===== src/design/ssp_consts.svh =====
/*
 holds the numeric constants of the pipe stage routing block.
 assumes inclusion by bare name from the package and the module.
*/
`ifndef SSP_CONSTS_SVH
`define SSP_CONSTS_SVH
// bit positions of the physical pipe mask
`define SSP_IA 0
`define SSP_IB 1
`define SSP_MEMP 2
`define SSP_BRANCH 3
`define SSP_FP 4
`define SSP_NPIPE 5
// floating point stage positions after register fetch
`define SSP_FT 0
`define SSP_FX 1
`define SSP_FY 2
`define SSP_FZ 3
`define SSP_FS 4
// address step for one fetched pair of 32-bit words
`define SSP_SEQ_STEP 32'h0000_0008
// fetch address after reset
`define SSP_RESET_PC 32'h0000_0000
`endif


===== src/design/ssp_pkg.sv =====
/*
 holds the types shared by the pipe stage routing block.
 assumes ssp_consts.svh is on the include path.
*/
`include "ssp_consts.svh"
package ssp_pkg;
    // instruction categories, one issue policy each
    typedef enum logic [3:0] {
        SSP_CAT_MEM = 4'h0,
        SSP_CAT_SYNC = 4'h1,
        SSP_CAT_ERET = 4'h2,
        SSP_CAT_SHAMT = 4'h3,
        SSP_CAT_SYS = 4'h4,
        SSP_CAT_FMOV = 4'h5,
        SSP_CAT_FOP = 4'h6,
        SSP_CAT_ALU = 4'h7,
        SSP_CAT_MACP = 4'h8,
        SSP_CAT_MACS = 4'h9,
        SSP_CAT_BRANCH = 4'ha,
        SSP_CAT_WIDE = 4'hb
    } ssp_cat_t;
    // fetch address sources
    typedef enum logic [2:0] {
        SSP_SEL_SEQ = 3'h0,
        SSP_SEL_BRANCH = 3'h1,
        SSP_SEL_PRED = 3'h2,
        SSP_SEL_VECTOR = 3'h3,
        SSP_SEL_RETURN = 3'h4
    } ssp_fsel_t;
    // one physical pipe per bit
    typedef logic [`SSP_NPIPE-1:0] ssp_pmask_t;
    // one instruction slot
    typedef struct packed {
        logic vld;
        ssp_cat_t cat;
    } ssp_slot_t;
    // stage occupancy of the execution pipes
    typedef struct packed {
        ssp_pmask_t a;
        ssp_pmask_t d;
        ssp_pmask_t w;
        logic [4:0] fp;
    } ssp_stage_t;
endpackage : ssp_pkg


===== src/design/ssp_pipe_ctrl.sv =====
/*
 stage sequencing and routing for the dual issue core:
 address select, queue, register fetch and the per pipe
 execute, data fetch, write-back and float stages.
 assumes caches, translation buffers, register files and
 execution units sit outside on the same clock and answer
 within the stage that asks them.
*/
`timescale 1ns/1ns
`include "ssp_consts.svh"
module ssp_pipe_ctrl (
    // clock and reset
    input wire logic i_clk,
    input wire logic i_reset,
    // queue stage answers
    input wire logic i_tag_hit,
    input wire logic [1:0] i_steer,
    input wire ssp_pkg::ssp_slot_t i_slot0,
    input wire ssp_pkg::ssp_slot_t i_slot1,
    // register fetch dependency checks
    input wire logic [1:0] i_dep,
    // redirect sources
    input wire logic i_br_redirect,
    input wire logic [31:0] i_br_target,
    input wire logic i_pred_hit,
    input wire logic [31:0] i_pred_target,
    input wire logic i_eret,
    input wire logic [31:0] i_ret_addr,
    input wire logic [31:0] i_vector,
    // exceptions seen in data fetch, per pipe
    input wire ssp_pkg::ssp_pmask_t i_exc_d,
    // fetch side
    output ssp_pkg::ssp_fsel_t o_fetch_sel,
    output logic [31:0] o_fetch_addr,
    output logic o_q_lookup,
    output logic o_phase,
    output logic o_hold,
    // issue and stages
    output ssp_pkg::ssp_pmask_t o_route0,
    output ssp_pkg::ssp_pmask_t o_route1,
    output ssp_pkg::ssp_stage_t o_stage,
    output logic o_fp_bypass,
    output logic o_hist_upd,
    output logic o_flush
);
    import ssp_pkg::*;

    // physical pipes for one category, alu side chosen by caller
    function automatic ssp_pmask_t route(input ssp_cat_t c, input logic alu_b);
        ssp_pmask_t m;
        m = '0;
        case (c)
            SSP_CAT_MEM, SSP_CAT_SYS: m[`SSP_MEMP] = 1'b1;
            SSP_CAT_SYNC, SSP_CAT_ERET, SSP_CAT_MACS: m[`SSP_IB] = 1'b1;
            SSP_CAT_SHAMT, SSP_CAT_MACP: m[`SSP_IA] = 1'b1;
            SSP_CAT_FMOV:
            begin
                m[`SSP_MEMP] = 1'b1;
                m[`SSP_FP] = 1'b1;
            end
            SSP_CAT_FOP:
            begin
                m[`SSP_IA] = 1'b1;
                m[`SSP_FP] = 1'b1;
            end
            SSP_CAT_ALU:
            begin
                if (alu_b)
                    m[`SSP_IB] = 1'b1;
                else
                    m[`SSP_IA] = 1'b1;
            end
            SSP_CAT_BRANCH: m[`SSP_BRANCH] = 1'b1;
            SSP_CAT_WIDE:
            begin
                m[`SSP_IA] = 1'b1;
                m[`SSP_IB] = 1'b1;
            end
            default: m = '0;
        endcase
        return m;
    endfunction : route

    // phase flop; a stage spans two clocks, advance on the second
    logic ph;
    // current fetch address and source
    logic [31:0] pc;
    ssp_fsel_t fsel;
    // queue stage occupancy
    logic q_vld;
    // staging slots in register fetch
    ssp_slot_t r0;
    ssp_slot_t r1;
    // execute, data fetch, write-back occupancy
    ssp_pmask_t a_vld;
    ssp_pmask_t d_vld;
    ssp_pmask_t w_vld;
    // float stages t, x, y, z, s
    logic [4:0] fp_vld;
    // registered strobes
    logic hold;
    logic hist_upd;
    logic fp_byp;
    logic flush;
    ssp_pmask_t rt0;
    ssp_pmask_t rt1;

    // stage enable, one pulse per two clocks
    wire stg_en = ph;

    // register fetch decode and hazard checks
    wire ssp_pmask_t m0 = r0.vld ? route(r0.cat, 1'b0) : '0;
    wire alu_b1 = m0[`SSP_IA];
    wire ssp_pmask_t m1 = r1.vld ? route(r1.cat, alu_b1) : '0;
    wire conflict = |(m0 & m1); // structural hazard
    // an exception in data fetch squashes every younger stage
    wire exc_now = |(d_vld & i_exc_d);
    wire iss0 = r0.vld & ~i_dep[0] & ~exc_now;
    wire iss1 = r1.vld & (iss0 | ~r0.vld) & ~i_dep[1] & ~conflict & ~exc_now;
    wire ssp_pmask_t next_a = (iss0 ? m0 : '0) | (iss1 ? m1 : '0);
    // leftover slot keeps the front end frozen
    wire next_hold = ~exc_now & ((r0.vld & ~iss0) | (r1.vld & ~iss1));

    // fetch address select, exception vector first
    wire [31:0] seq_addr = pc + `SSP_SEQ_STEP;
    wire ssp_fsel_t next_fsel = exc_now ? SSP_SEL_VECTOR :
                                i_eret ? SSP_SEL_RETURN :
                                i_br_redirect ? SSP_SEL_BRANCH :
                                i_pred_hit ? SSP_SEL_PRED : SSP_SEL_SEQ;
    wire [31:0] next_pc = (next_fsel == SSP_SEL_VECTOR) ? i_vector :
                          (next_fsel == SSP_SEL_RETURN) ? i_ret_addr :
                          (next_fsel == SSP_SEL_BRANCH) ? i_br_target :
                          (next_fsel == SSP_SEL_PRED) ? i_pred_target : seq_addr;
    wire redirect = exc_now | i_eret | i_br_redirect;
    // slots leave queue only on a tag hit, chosen by steering
    wire q_take = q_vld & i_tag_hit & ~redirect;
    wire ssp_slot_t q0 = '{vld: q_take & i_steer[0], cat: i_slot0.cat};
    wire ssp_slot_t q1 = '{vld: q_take & i_steer[1], cat: i_slot1.cat};

    // phase toggle
    always_ff @(posedge i_clk or posedge i_reset)
    begin
        if (i_reset)
            ph <= 1'b0;
        else
            ph <= ~ph;
    end

    // address select and queue stages
    always_ff @(posedge i_clk or posedge i_reset)
    begin
        if (i_reset)
        begin
            pc <= `SSP_RESET_PC;
            fsel <= SSP_SEL_SEQ;
            q_vld <= 1'b0;
        end
        else if (stg_en && (redirect || !next_hold))
        begin
            // a redirect overrides a hold so the vector is not lost
            pc <= next_pc;
            fsel <= next_fsel;
            q_vld <= ~redirect;
        end
    end

    // register fetch staging slots
    always_ff @(posedge i_clk or posedge i_reset)
    begin
        if (i_reset)
        begin
            r0 <= '0;
            r1 <= '0;
        end
        else if (stg_en)
        begin
            if (redirect)
            begin
                // wrong path or excepted, drop both
                r0 <= '0;
                r1 <= '0;
            end
            else if (next_hold && iss0)
            begin
                // older went, younger waits alone
                r0 <= r1;
                r1 <= '0;
            end
            else if (!next_hold)
            begin
                r0 <= q0;
                r1 <= q1;
            end
        end
    end

    // execution pipes a, d, w; exceptions kill d before commit
    always_ff @(posedge i_clk or posedge i_reset)
    begin
        if (i_reset)
        begin
            a_vld <= '0;
            d_vld <= '0;
            w_vld <= '0;
            hist_upd <= 1'b0;
        end
        else if (stg_en)
        begin
            a_vld <= next_a;
            d_vld <= exc_now ? '0 : a_vld;
            w_vld <= exc_now ? '0 : d_vld;
            hist_upd <= ~exc_now & a_vld[`SSP_BRANCH];
        end
    end

    // float stages; t runs beside a, x beside d, y beside w
    always_ff @(posedge i_clk or posedge i_reset)
    begin
        if (i_reset)
        begin
            fp_vld <= '0;
            fp_byp <= 1'b0;
        end
        else if (stg_en)
        begin
            fp_vld[`SSP_FT] <= next_a[`SSP_FP];
            fp_vld[`SSP_FX] <= ~exc_now & fp_vld[`SSP_FT];
            fp_vld[`SSP_FY] <= ~exc_now & fp_vld[`SSP_FX];
            fp_vld[`SSP_FZ] <= fp_vld[`SSP_FY];
            fp_vld[`SSP_FS] <= fp_vld[`SSP_FZ];
            // s feeds t when both are occupied next stage
            fp_byp <= next_a[`SSP_FP] & fp_vld[`SSP_FZ];
        end
    end

    // issue route, hold and flush strobes
    always_ff @(posedge i_clk or posedge i_reset)
    begin
        if (i_reset)
        begin
            hold <= 1'b0;
            flush <= 1'b0;
            rt0 <= '0;
            rt1 <= '0;
        end
        else if (stg_en)
        begin
            hold <= next_hold;
            flush <= exc_now;
            rt0 <= iss0 ? m0 : '0;
            rt1 <= iss1 ? m1 : '0;
        end
    end

    // outputs come straight from the flops above
    assign o_phase = ph;
    assign o_fetch_addr = pc;
    assign o_fetch_sel = fsel;
    assign o_q_lookup = q_vld;
    assign o_hold = hold;
    assign o_route0 = rt0;
    assign o_route1 = rt1;
    assign o_stage = '{a: a_vld, d: d_vld, w: w_vld, fp: fp_vld};
    assign o_fp_bypass = fp_byp;
    assign o_hist_upd = hist_upd;
    assign o_flush = flush;

    // checks on stage flow, one stage equals two clocks
    AST_PHASE: assert property (@(posedge i_clk) disable iff (i_reset)
        ph |=> !ph)
        else $error("phase did not alternate");
    AST_D_FOLLOWS_A: assert property (@(posedge i_clk) disable iff (i_reset)
        (ph && !exc_now) |=> (d_vld == $past(a_vld)))
        else $error("data fetch did not follow execute");
    AST_NO_COMMIT_AFTER_EXC: assert property (@(posedge i_clk) disable iff (i_reset)
        (ph && exc_now) |=> (w_vld == '0) ##1 (w_vld == '0))
        else $error("result committed after exception");
    AST_VECTOR_SEL: assert property (@(posedge i_clk) disable iff (i_reset)
        (ph && exc_now) |=> (fsel == SSP_SEL_VECTOR && pc == $past(i_vector)))
        else $error("exception vector not selected");
    AST_HIST_IN_D: assert property (@(posedge i_clk) disable iff (i_reset)
        hist_upd |-> d_vld[`SSP_BRANCH])
        else $error("history update outside data fetch");
    AST_WIDE_BOTH: assert property (@(posedge i_clk) disable iff (i_reset)
        (ph && iss0 && r0.cat == SSP_CAT_WIDE) |=> (rt0[`SSP_IA] && rt0[`SSP_IB]))
        else $error("wide op not on both integer pipes");
    AST_FP_WITH_A: assert property (@(posedge i_clk) disable iff (i_reset)
        fp_vld[`SSP_FT] |-> (a_vld[`SSP_IA] || a_vld[`SSP_MEMP]))
        else $error("float stage without integer partner");
    AST_NO_DOUBLE_USE: assert property (@(posedge i_clk) disable iff (i_reset)
        !(|(rt0 & rt1)))
        else $error("two instructions on one pipe");
    AST_HOLD_BUBBLE: assert property (@(posedge i_clk) disable iff (i_reset)
        (ph && r0.vld && i_dep[0] && !exc_now) |=> (hold && rt0 == '0 && rt1 == '0))
        else $error("dependent instruction issued");
    AST_FP_CHAIN: assert property (@(posedge i_clk) disable iff (i_reset)
        (ph && fp_vld[`SSP_FY]) |=> ##1 fp_vld[`SSP_FZ] ##2 fp_vld[`SSP_FS])
        else $error("float stages did not advance");
    AST_BR_PIPE: assert property (@(posedge i_clk) disable iff (i_reset)
        (ph && iss0 && r0.cat == SSP_CAT_BRANCH) |=> (rt0 == (ssp_pmask_t'(1) << `SSP_BRANCH)))
        else $error("branch not on branch pipe");

    // fixed category policies; the single-pipe ones must land on exactly their own pipes
    // memory and system ops use the load/store pipe alone
    AST_MEM_PIPE: assert property (@(posedge i_clk) disable iff (i_reset)
        (ph && iss0 && (r0.cat == SSP_CAT_MEM || r0.cat == SSP_CAT_SYS))
        |=> (rt0 == (ssp_pmask_t'(1) << `SSP_MEMP)))
        else $error("memory op not on load store pipe");
    // shift amount and primary mac stay on pipe a
    AST_PRIMARY_A: assert property (@(posedge i_clk) disable iff (i_reset)
        (ph && iss0 && (r0.cat == SSP_CAT_SHAMT || r0.cat == SSP_CAT_MACP))
        |=> (rt0 == (ssp_pmask_t'(1) << `SSP_IA)))
        else $error("primary op not on pipe a");
    // secondary mac owns the second high/low pair, so pipe b only
    AST_SECONDARY_B: assert property (@(posedge i_clk) disable iff (i_reset)
        (ph && iss0 && r0.cat == SSP_CAT_MACS) |=> (rt0 == (ssp_pmask_t'(1) << `SSP_IB)))
        else $error("secondary mac not on pipe b");
    // float moves pair load/store with the float pipe
    AST_FMOV_PAIR: assert property (@(posedge i_clk) disable iff (i_reset)
        (ph && iss0 && r0.cat == SSP_CAT_FMOV) |=> (rt0[`SSP_MEMP] && rt0[`SSP_FP] && !rt0[`SSP_IA]))
        else $error("float move not on load store and float pipes");
    // float operates pair pipe a with the float pipe
    AST_FOP_PAIR: assert property (@(posedge i_clk) disable iff (i_reset)
        (ph && iss0 && r0.cat == SSP_CAT_FOP) |=> (rt0[`SSP_IA] && rt0[`SSP_FP] && !rt0[`SSP_MEMP]))
        else $error("float operate not on pipe a and float pipe");
    // two alu ops together must split over both integer pipes
    AST_ALU_SPLIT: assert property (@(posedge i_clk) disable iff (i_reset)
        (ph && iss0 && iss1 && r0.cat == SSP_CAT_ALU && r1.cat == SSP_CAT_ALU) |=> (rt0[`SSP_IA] && rt1[`SSP_IB]))
        else $error("alu pair not split over integer pipes");

    // front end and flush checks
    // plain sequential fetch steps by one pair
    AST_SEQ_STEP: assert property (@(posedge i_clk) disable iff (i_reset)
        (ph && !next_hold && next_fsel == SSP_SEL_SEQ) |=> (pc == $past(pc) + `SSP_SEQ_STEP))
        else $error("sequential fetch did not step");
    // a hold freezes address and queue so nothing is skipped
    AST_FETCH_HOLD: assert property (@(posedge i_clk) disable iff (i_reset)
        (ph && next_hold && !redirect) |=> (pc == $past(pc) && q_vld == $past(q_vld)))
        else $error("fetch moved during hold");
    // wrong path fetch must not reach register fetch
    AST_Q_DROP: assert property (@(posedge i_clk) disable iff (i_reset)
        (ph && redirect) |=> !q_vld)
        else $error("queue kept after redirect");
    // flush strobe and empty younger stages after an exception
    AST_FLUSH_STROBE: assert property (@(posedge i_clk) disable iff (i_reset)
        (ph && exc_now) |=> (flush && d_vld == '0 && !r0.vld && !r1.vld))
        else $error("exception did not flush");
    COV_DUAL: cover property (@(posedge i_clk) disable iff (i_reset)
        ph && iss0 && iss1);
    COV_CONFLICT: cover property (@(posedge i_clk) disable iff (i_reset)
        ph && conflict && iss0);
    COV_EXC: cover property (@(posedge i_clk) disable iff (i_reset)
        ph && exc_now);
    COV_BYPASS: cover property (@(posedge i_clk) disable iff (i_reset)
        fp_byp);
    // a dependency or pipe conflict really stalled register fetch
    COV_HOLD: cover property (@(posedge i_clk) disable iff (i_reset)
        ph && next_hold);
endmodule : ssp_pipe_ctrl


===== config.mk =====
export PLATFORM = sky130hd
export DESIGN_NAME = ssp_pipe_ctrl
export DESIGN_NICKNAME = d
export VERILOG_FILES = /design/src/design/ssp_pkg.sv /design/src/design/ssp_pipe_ctrl.sv
export VERILOG_INCLUDE_DIRS = /design/src /design/src/design
export SDC_FILE = /design/constraint.sdc
export NUM_CORES = 1
export LEC_CHECK = 0
export ABC_AREA = 1
export BUFFER_PORTS_ARGS = -buffer_cell sky130_fd_sc_hd__buf_4
export CORE_ASPECT_RATIO = 1.4
export CORE_MARGIN = 2
export CORE_UTILIZATION = 45
export DETAILED_ROUTE_END_ITERATION = 10
export PLACE_DENSITY = 0.75
export SETUP_SLACK_MARGIN = 0.1
export SLEW_MARGIN = 10
export SYNTH_ARGS = -nofsm -noshare
export SYNTH_HDL_FRONTEND = slang
export SYNTH_SLANG_ARGS = --single-unit

===== constraint.sdc =====
create_clock -name i_clk -period 3.1 [get_ports i_clk]
set_clock_uncertainty 0.2 [all_clocks]
set_input_delay 0.155 -clock i_clk [delete_from_list [all_inputs] [get_ports i_clk]]
set_output_delay 0.155 -clock i_clk [all_outputs]
set_load 0.01 [all_outputs]

==> results.md <==
- Syn. warnings: 0
- H-tree Lvls: 3
- Logic pwr share: 22.7%
- Mapped Avg Cell Area: 6.41 um2
- Distinct cells, synth: 36
- Max Slew Vio Count: 0
- # Post-CTS Setup Buffers: 0
- Compound-Gate Fraction of Synth Area: 11.0%
- Slew HR: between 50 and 60%
- Mapped Cells: 855
- Minimum clock period: 2.80 ns
- Setup_tns: 0 ns
- Drt wl/cell: 15.7 um
- Int Pwr: between 2000 and 2500 uW
- Largest net degree at the start of global routing: 41
- Post-Syn Area: 5480 um2
- Post-layout util: about two thirds
- CTS clk-pin slew, worst paths: approximately 0.07 ns
- Commonest non-fill, non-tap cell in the layout: nand2_1
- Root buffer cell: clkbuf_16
- Clock power frac: 39.4%
- Initial antenna violation count: 1
- Die Footprint: 13100 um2
- Final Hold Violating Endpoints: 0
- CP Max Fanout: 34
- Starting Density: between 40% and 50%
- DRT iter0 DRCs: 373
- Multi-input logic area: 3040 um2
- Hold crit path type: in2reg
- Crit Path Category: reg2reg
- Clock latency on the worst-skew pair: 0.33 ns
- Fraction of layout cells with a size suffix above 1: 25.8%
- PwrDens: 371 nW/um2
- Num CTS Buffers: 9
- Crit path launch type: flip-flop
- Post-route ant nets: 0
- GR Overflow Total: 0
- Sw Ratio: 28.8%
- DRT Pass-1 Iters: 6
- Crit share post-route: 90.3%
- Setup violators final: 0
- CTS Buffer Depth: 2
- Synth Register Bits: just under 80
- Post-Route WL: between 15000 and 20000 um
- Seq/Total Area, Yosys: 35.2%
- Peak VDD IR: approximately 0.25 mV
- First-pass GRT wire length: 31500 um
- Synth Area in Adders: 0.228%
- Mapped Nets: 1009
- Die width: 97.2 um
- Critical Path AT: 2.81 ns
- Psw: 858 uW
- Max frequency: 0.357 GHz
- Overall Global Routing Usage: between 20% and 30%
- IO buf count: 221
- Final net count: 1265
- Die Y: 135 um
- IO Count: 224
- Core Rows: 47
- CP Capture Type: flip-flop
- Routability congestion estimate: around 0.94
- Clk sinks: slightly below 80
- DRC: 0
- Seq pwr share: 37.9%
- Leakage Power: 0.00424 uW
- Number of fill cells: about 1100
- Status: complete, no violations
- Post-synthesis xor/xnor area fraction: about 2.7%
- Area growth syn-to-layout: 46.8%
- Max-Cap Viols: 0
- RSZ-0062 raised after global routing: no
- Commonest cells after routing, fill and taps aside: nand2_1 (314), buf_4 (232), nor2_1 (111)
- Main combinational cell family by area after synthesis: simple AND/OR/NAND/NOR gates
- Reg-to-reg slack, setup: 0.30 ns
- Post-DR vias/cell: 5.15
- Register area: 1930 um2
- Mux cell area share after synthesis: 0%
- Worst-Margin Slew: 0.707 ns
- Req. time, crit path: 3.11 ns
- Dpl hpwl: 14800 um
- Core area: 11900 um2
- Number of global-route vias before repair: 6342
- TritonCTS clock tree: done
- Synth Area in Simple Gates: between 40% and 50%
- DR vias: around 6500
[through the flow]
stage,std cells,setup slack (ns),area (um2),power [uW],hold WS [ns]
6_report,1264,0.300,8040,2980,0.00868
5_1_grt,1264,0.101,8040,3120,0.0297
4_1_cts,1263,0.196,8030,2980,0.00332
3_5_place_dp,1200,0.500,7230,1750,0.0874
3_3_place_gp,1200,0.523,7230,1750,0.0870
2_1_floorplan,855,0.778,5480,1430,0.150
[power by group through the flow]
stage / combinational (uW) / sequential, uW / clock [uW]
after global routing: 751 / 1140 / 1230
final: 676 / 1130 / 1180
after detailed placement: 608 / 1150 / 0
after CTS: 670 / 1130 / 1190
after floorplan: 283 / 1150 / 0
after global placement: 603 / 1140 / 0
[worst max-delay path: stages, from the launching register on]
cell and delay [ns]:
dfrtp_1 0.42, nand2_1 0.08, nand3_1 0.13, nor2_4 0.25, nand2_1 0.10, nor2_1 0.15, inv_2 0.27, nor2_1 0.17
nor2_1 0.05, o21ai_0 0.08, nand3_1 0.09, dlygate4sd3_1 0.57, nand2_1 0.07, o21ai_1 0.05
[synthesized netlist by cell type (all sizes together)]
| cell | number | area [um2] |
|---|---|---|
| a21oi | 11 | 58.8 |
| a22o | 14 | 123 |
| a22oi | 3 | 22.5 |
| a31oi | 2 | 12.5 |
| buf | 23 | 154 |
| clkbuf | 13 | 48.8 |
| dfrtp | 77 | 1930 |
| ha | 1 | 12.5 |
| inv | 82 | 310 |
| nand2 | 318 | 1220 |
| nand3 | 75 | 418 |
| nand4 | 10 | 62.6 |
| nor2 | 117 | 459 |
| nor3 | 19 | 95.1 |
| nor4 | 1 | 6.26 |
| o2111ai | 2 | 17.5 |
| o211ai | 3 | 22.5 |
| o21ai | 64 | 339 |
| o21bai | 1 | 7.51 |
| or2 | 2 | 12.5 |
| xnor2 | 1 | 8.76 |
| xor2 | 16 | 140 |
[layer usage]
layer	vias up	share of wire, %	wire (um)	global-route usage (%)
met5	-	0	0	0
met4	0	3.1	614	11.0
met3	47	7.7	1530	5.54
met2	286	51	10200	53.7
met1	2941	38	7600	35.7
li1	3239	-	-	-
[worst paths after layout]
path,from,end,cells after the start
max,d_vld[4]$_DFFE_PP0P_,o_fetch_addr[3]$_DFFE_PP0P_,13
min in group asynchronous,i_reset,o_fetch_addr[23]$_DFFE_PP0P_,3
max reg2reg,d_vld[4]$_DFFE_PP0P_,o_fetch_addr[3]$_DFFE_PP0P_,13
min reg2reg,o_fetch_addr[2]$_DFFE_PP0P_,o_fetch_addr[2]$_DFFE_PP0P_,2
min,i_vector[28],o_fetch_addr[28]$_DFFE_PP0P_,6
max in group asynchronous,i_reset,o_fetch_addr[6]$_DFFE_PP0P_,4
[cells by family after synthesis]
kind of cell             after synthesis
adder cells (fa/ha/maj)                1
buffers and inverters                118
flip-flops                            77
AND/OR/NAND/NOR                      542
XOR/XNOR                              17
AO/OA/AOI/OAI                        100
[area by class of cell]
cell class                      instances  area share (%)
Multi-Input combinational cell        660            37.8
Timing Repair Buffer                  281            27.9
Sequential cell                        77            24.0
Inverter                               82            3.89
Clock buffer                            9            2.80
Tap cell                              147            2.29
Clock inverter                          7            1.31
Antenna cell                            1          0.0311
[flip-flops by register name, summed over array words and instances, names as in the netlist, 3 cells and up]
register / cells
o_route0: 5
w_vld: 5
r0: 5
o_route1: 5
fp_vld: 3
a_vld: 4
d_vld: 4
o_fetch_addr: 32
r1: 5
o_fetch_sel: 3
[repair_timing]
| action | 4_1_cts | 5_1_grt |
|---|---|---|
| setup endpoints to repair | 0 | 4 |
| hold buffers | 47 | 0 |
| gates resized for setup | 0 | 3 |
| endpoints found under the hold margin | 65 | 0 |
Note: power is estimated with default switching activity, not from simulation.
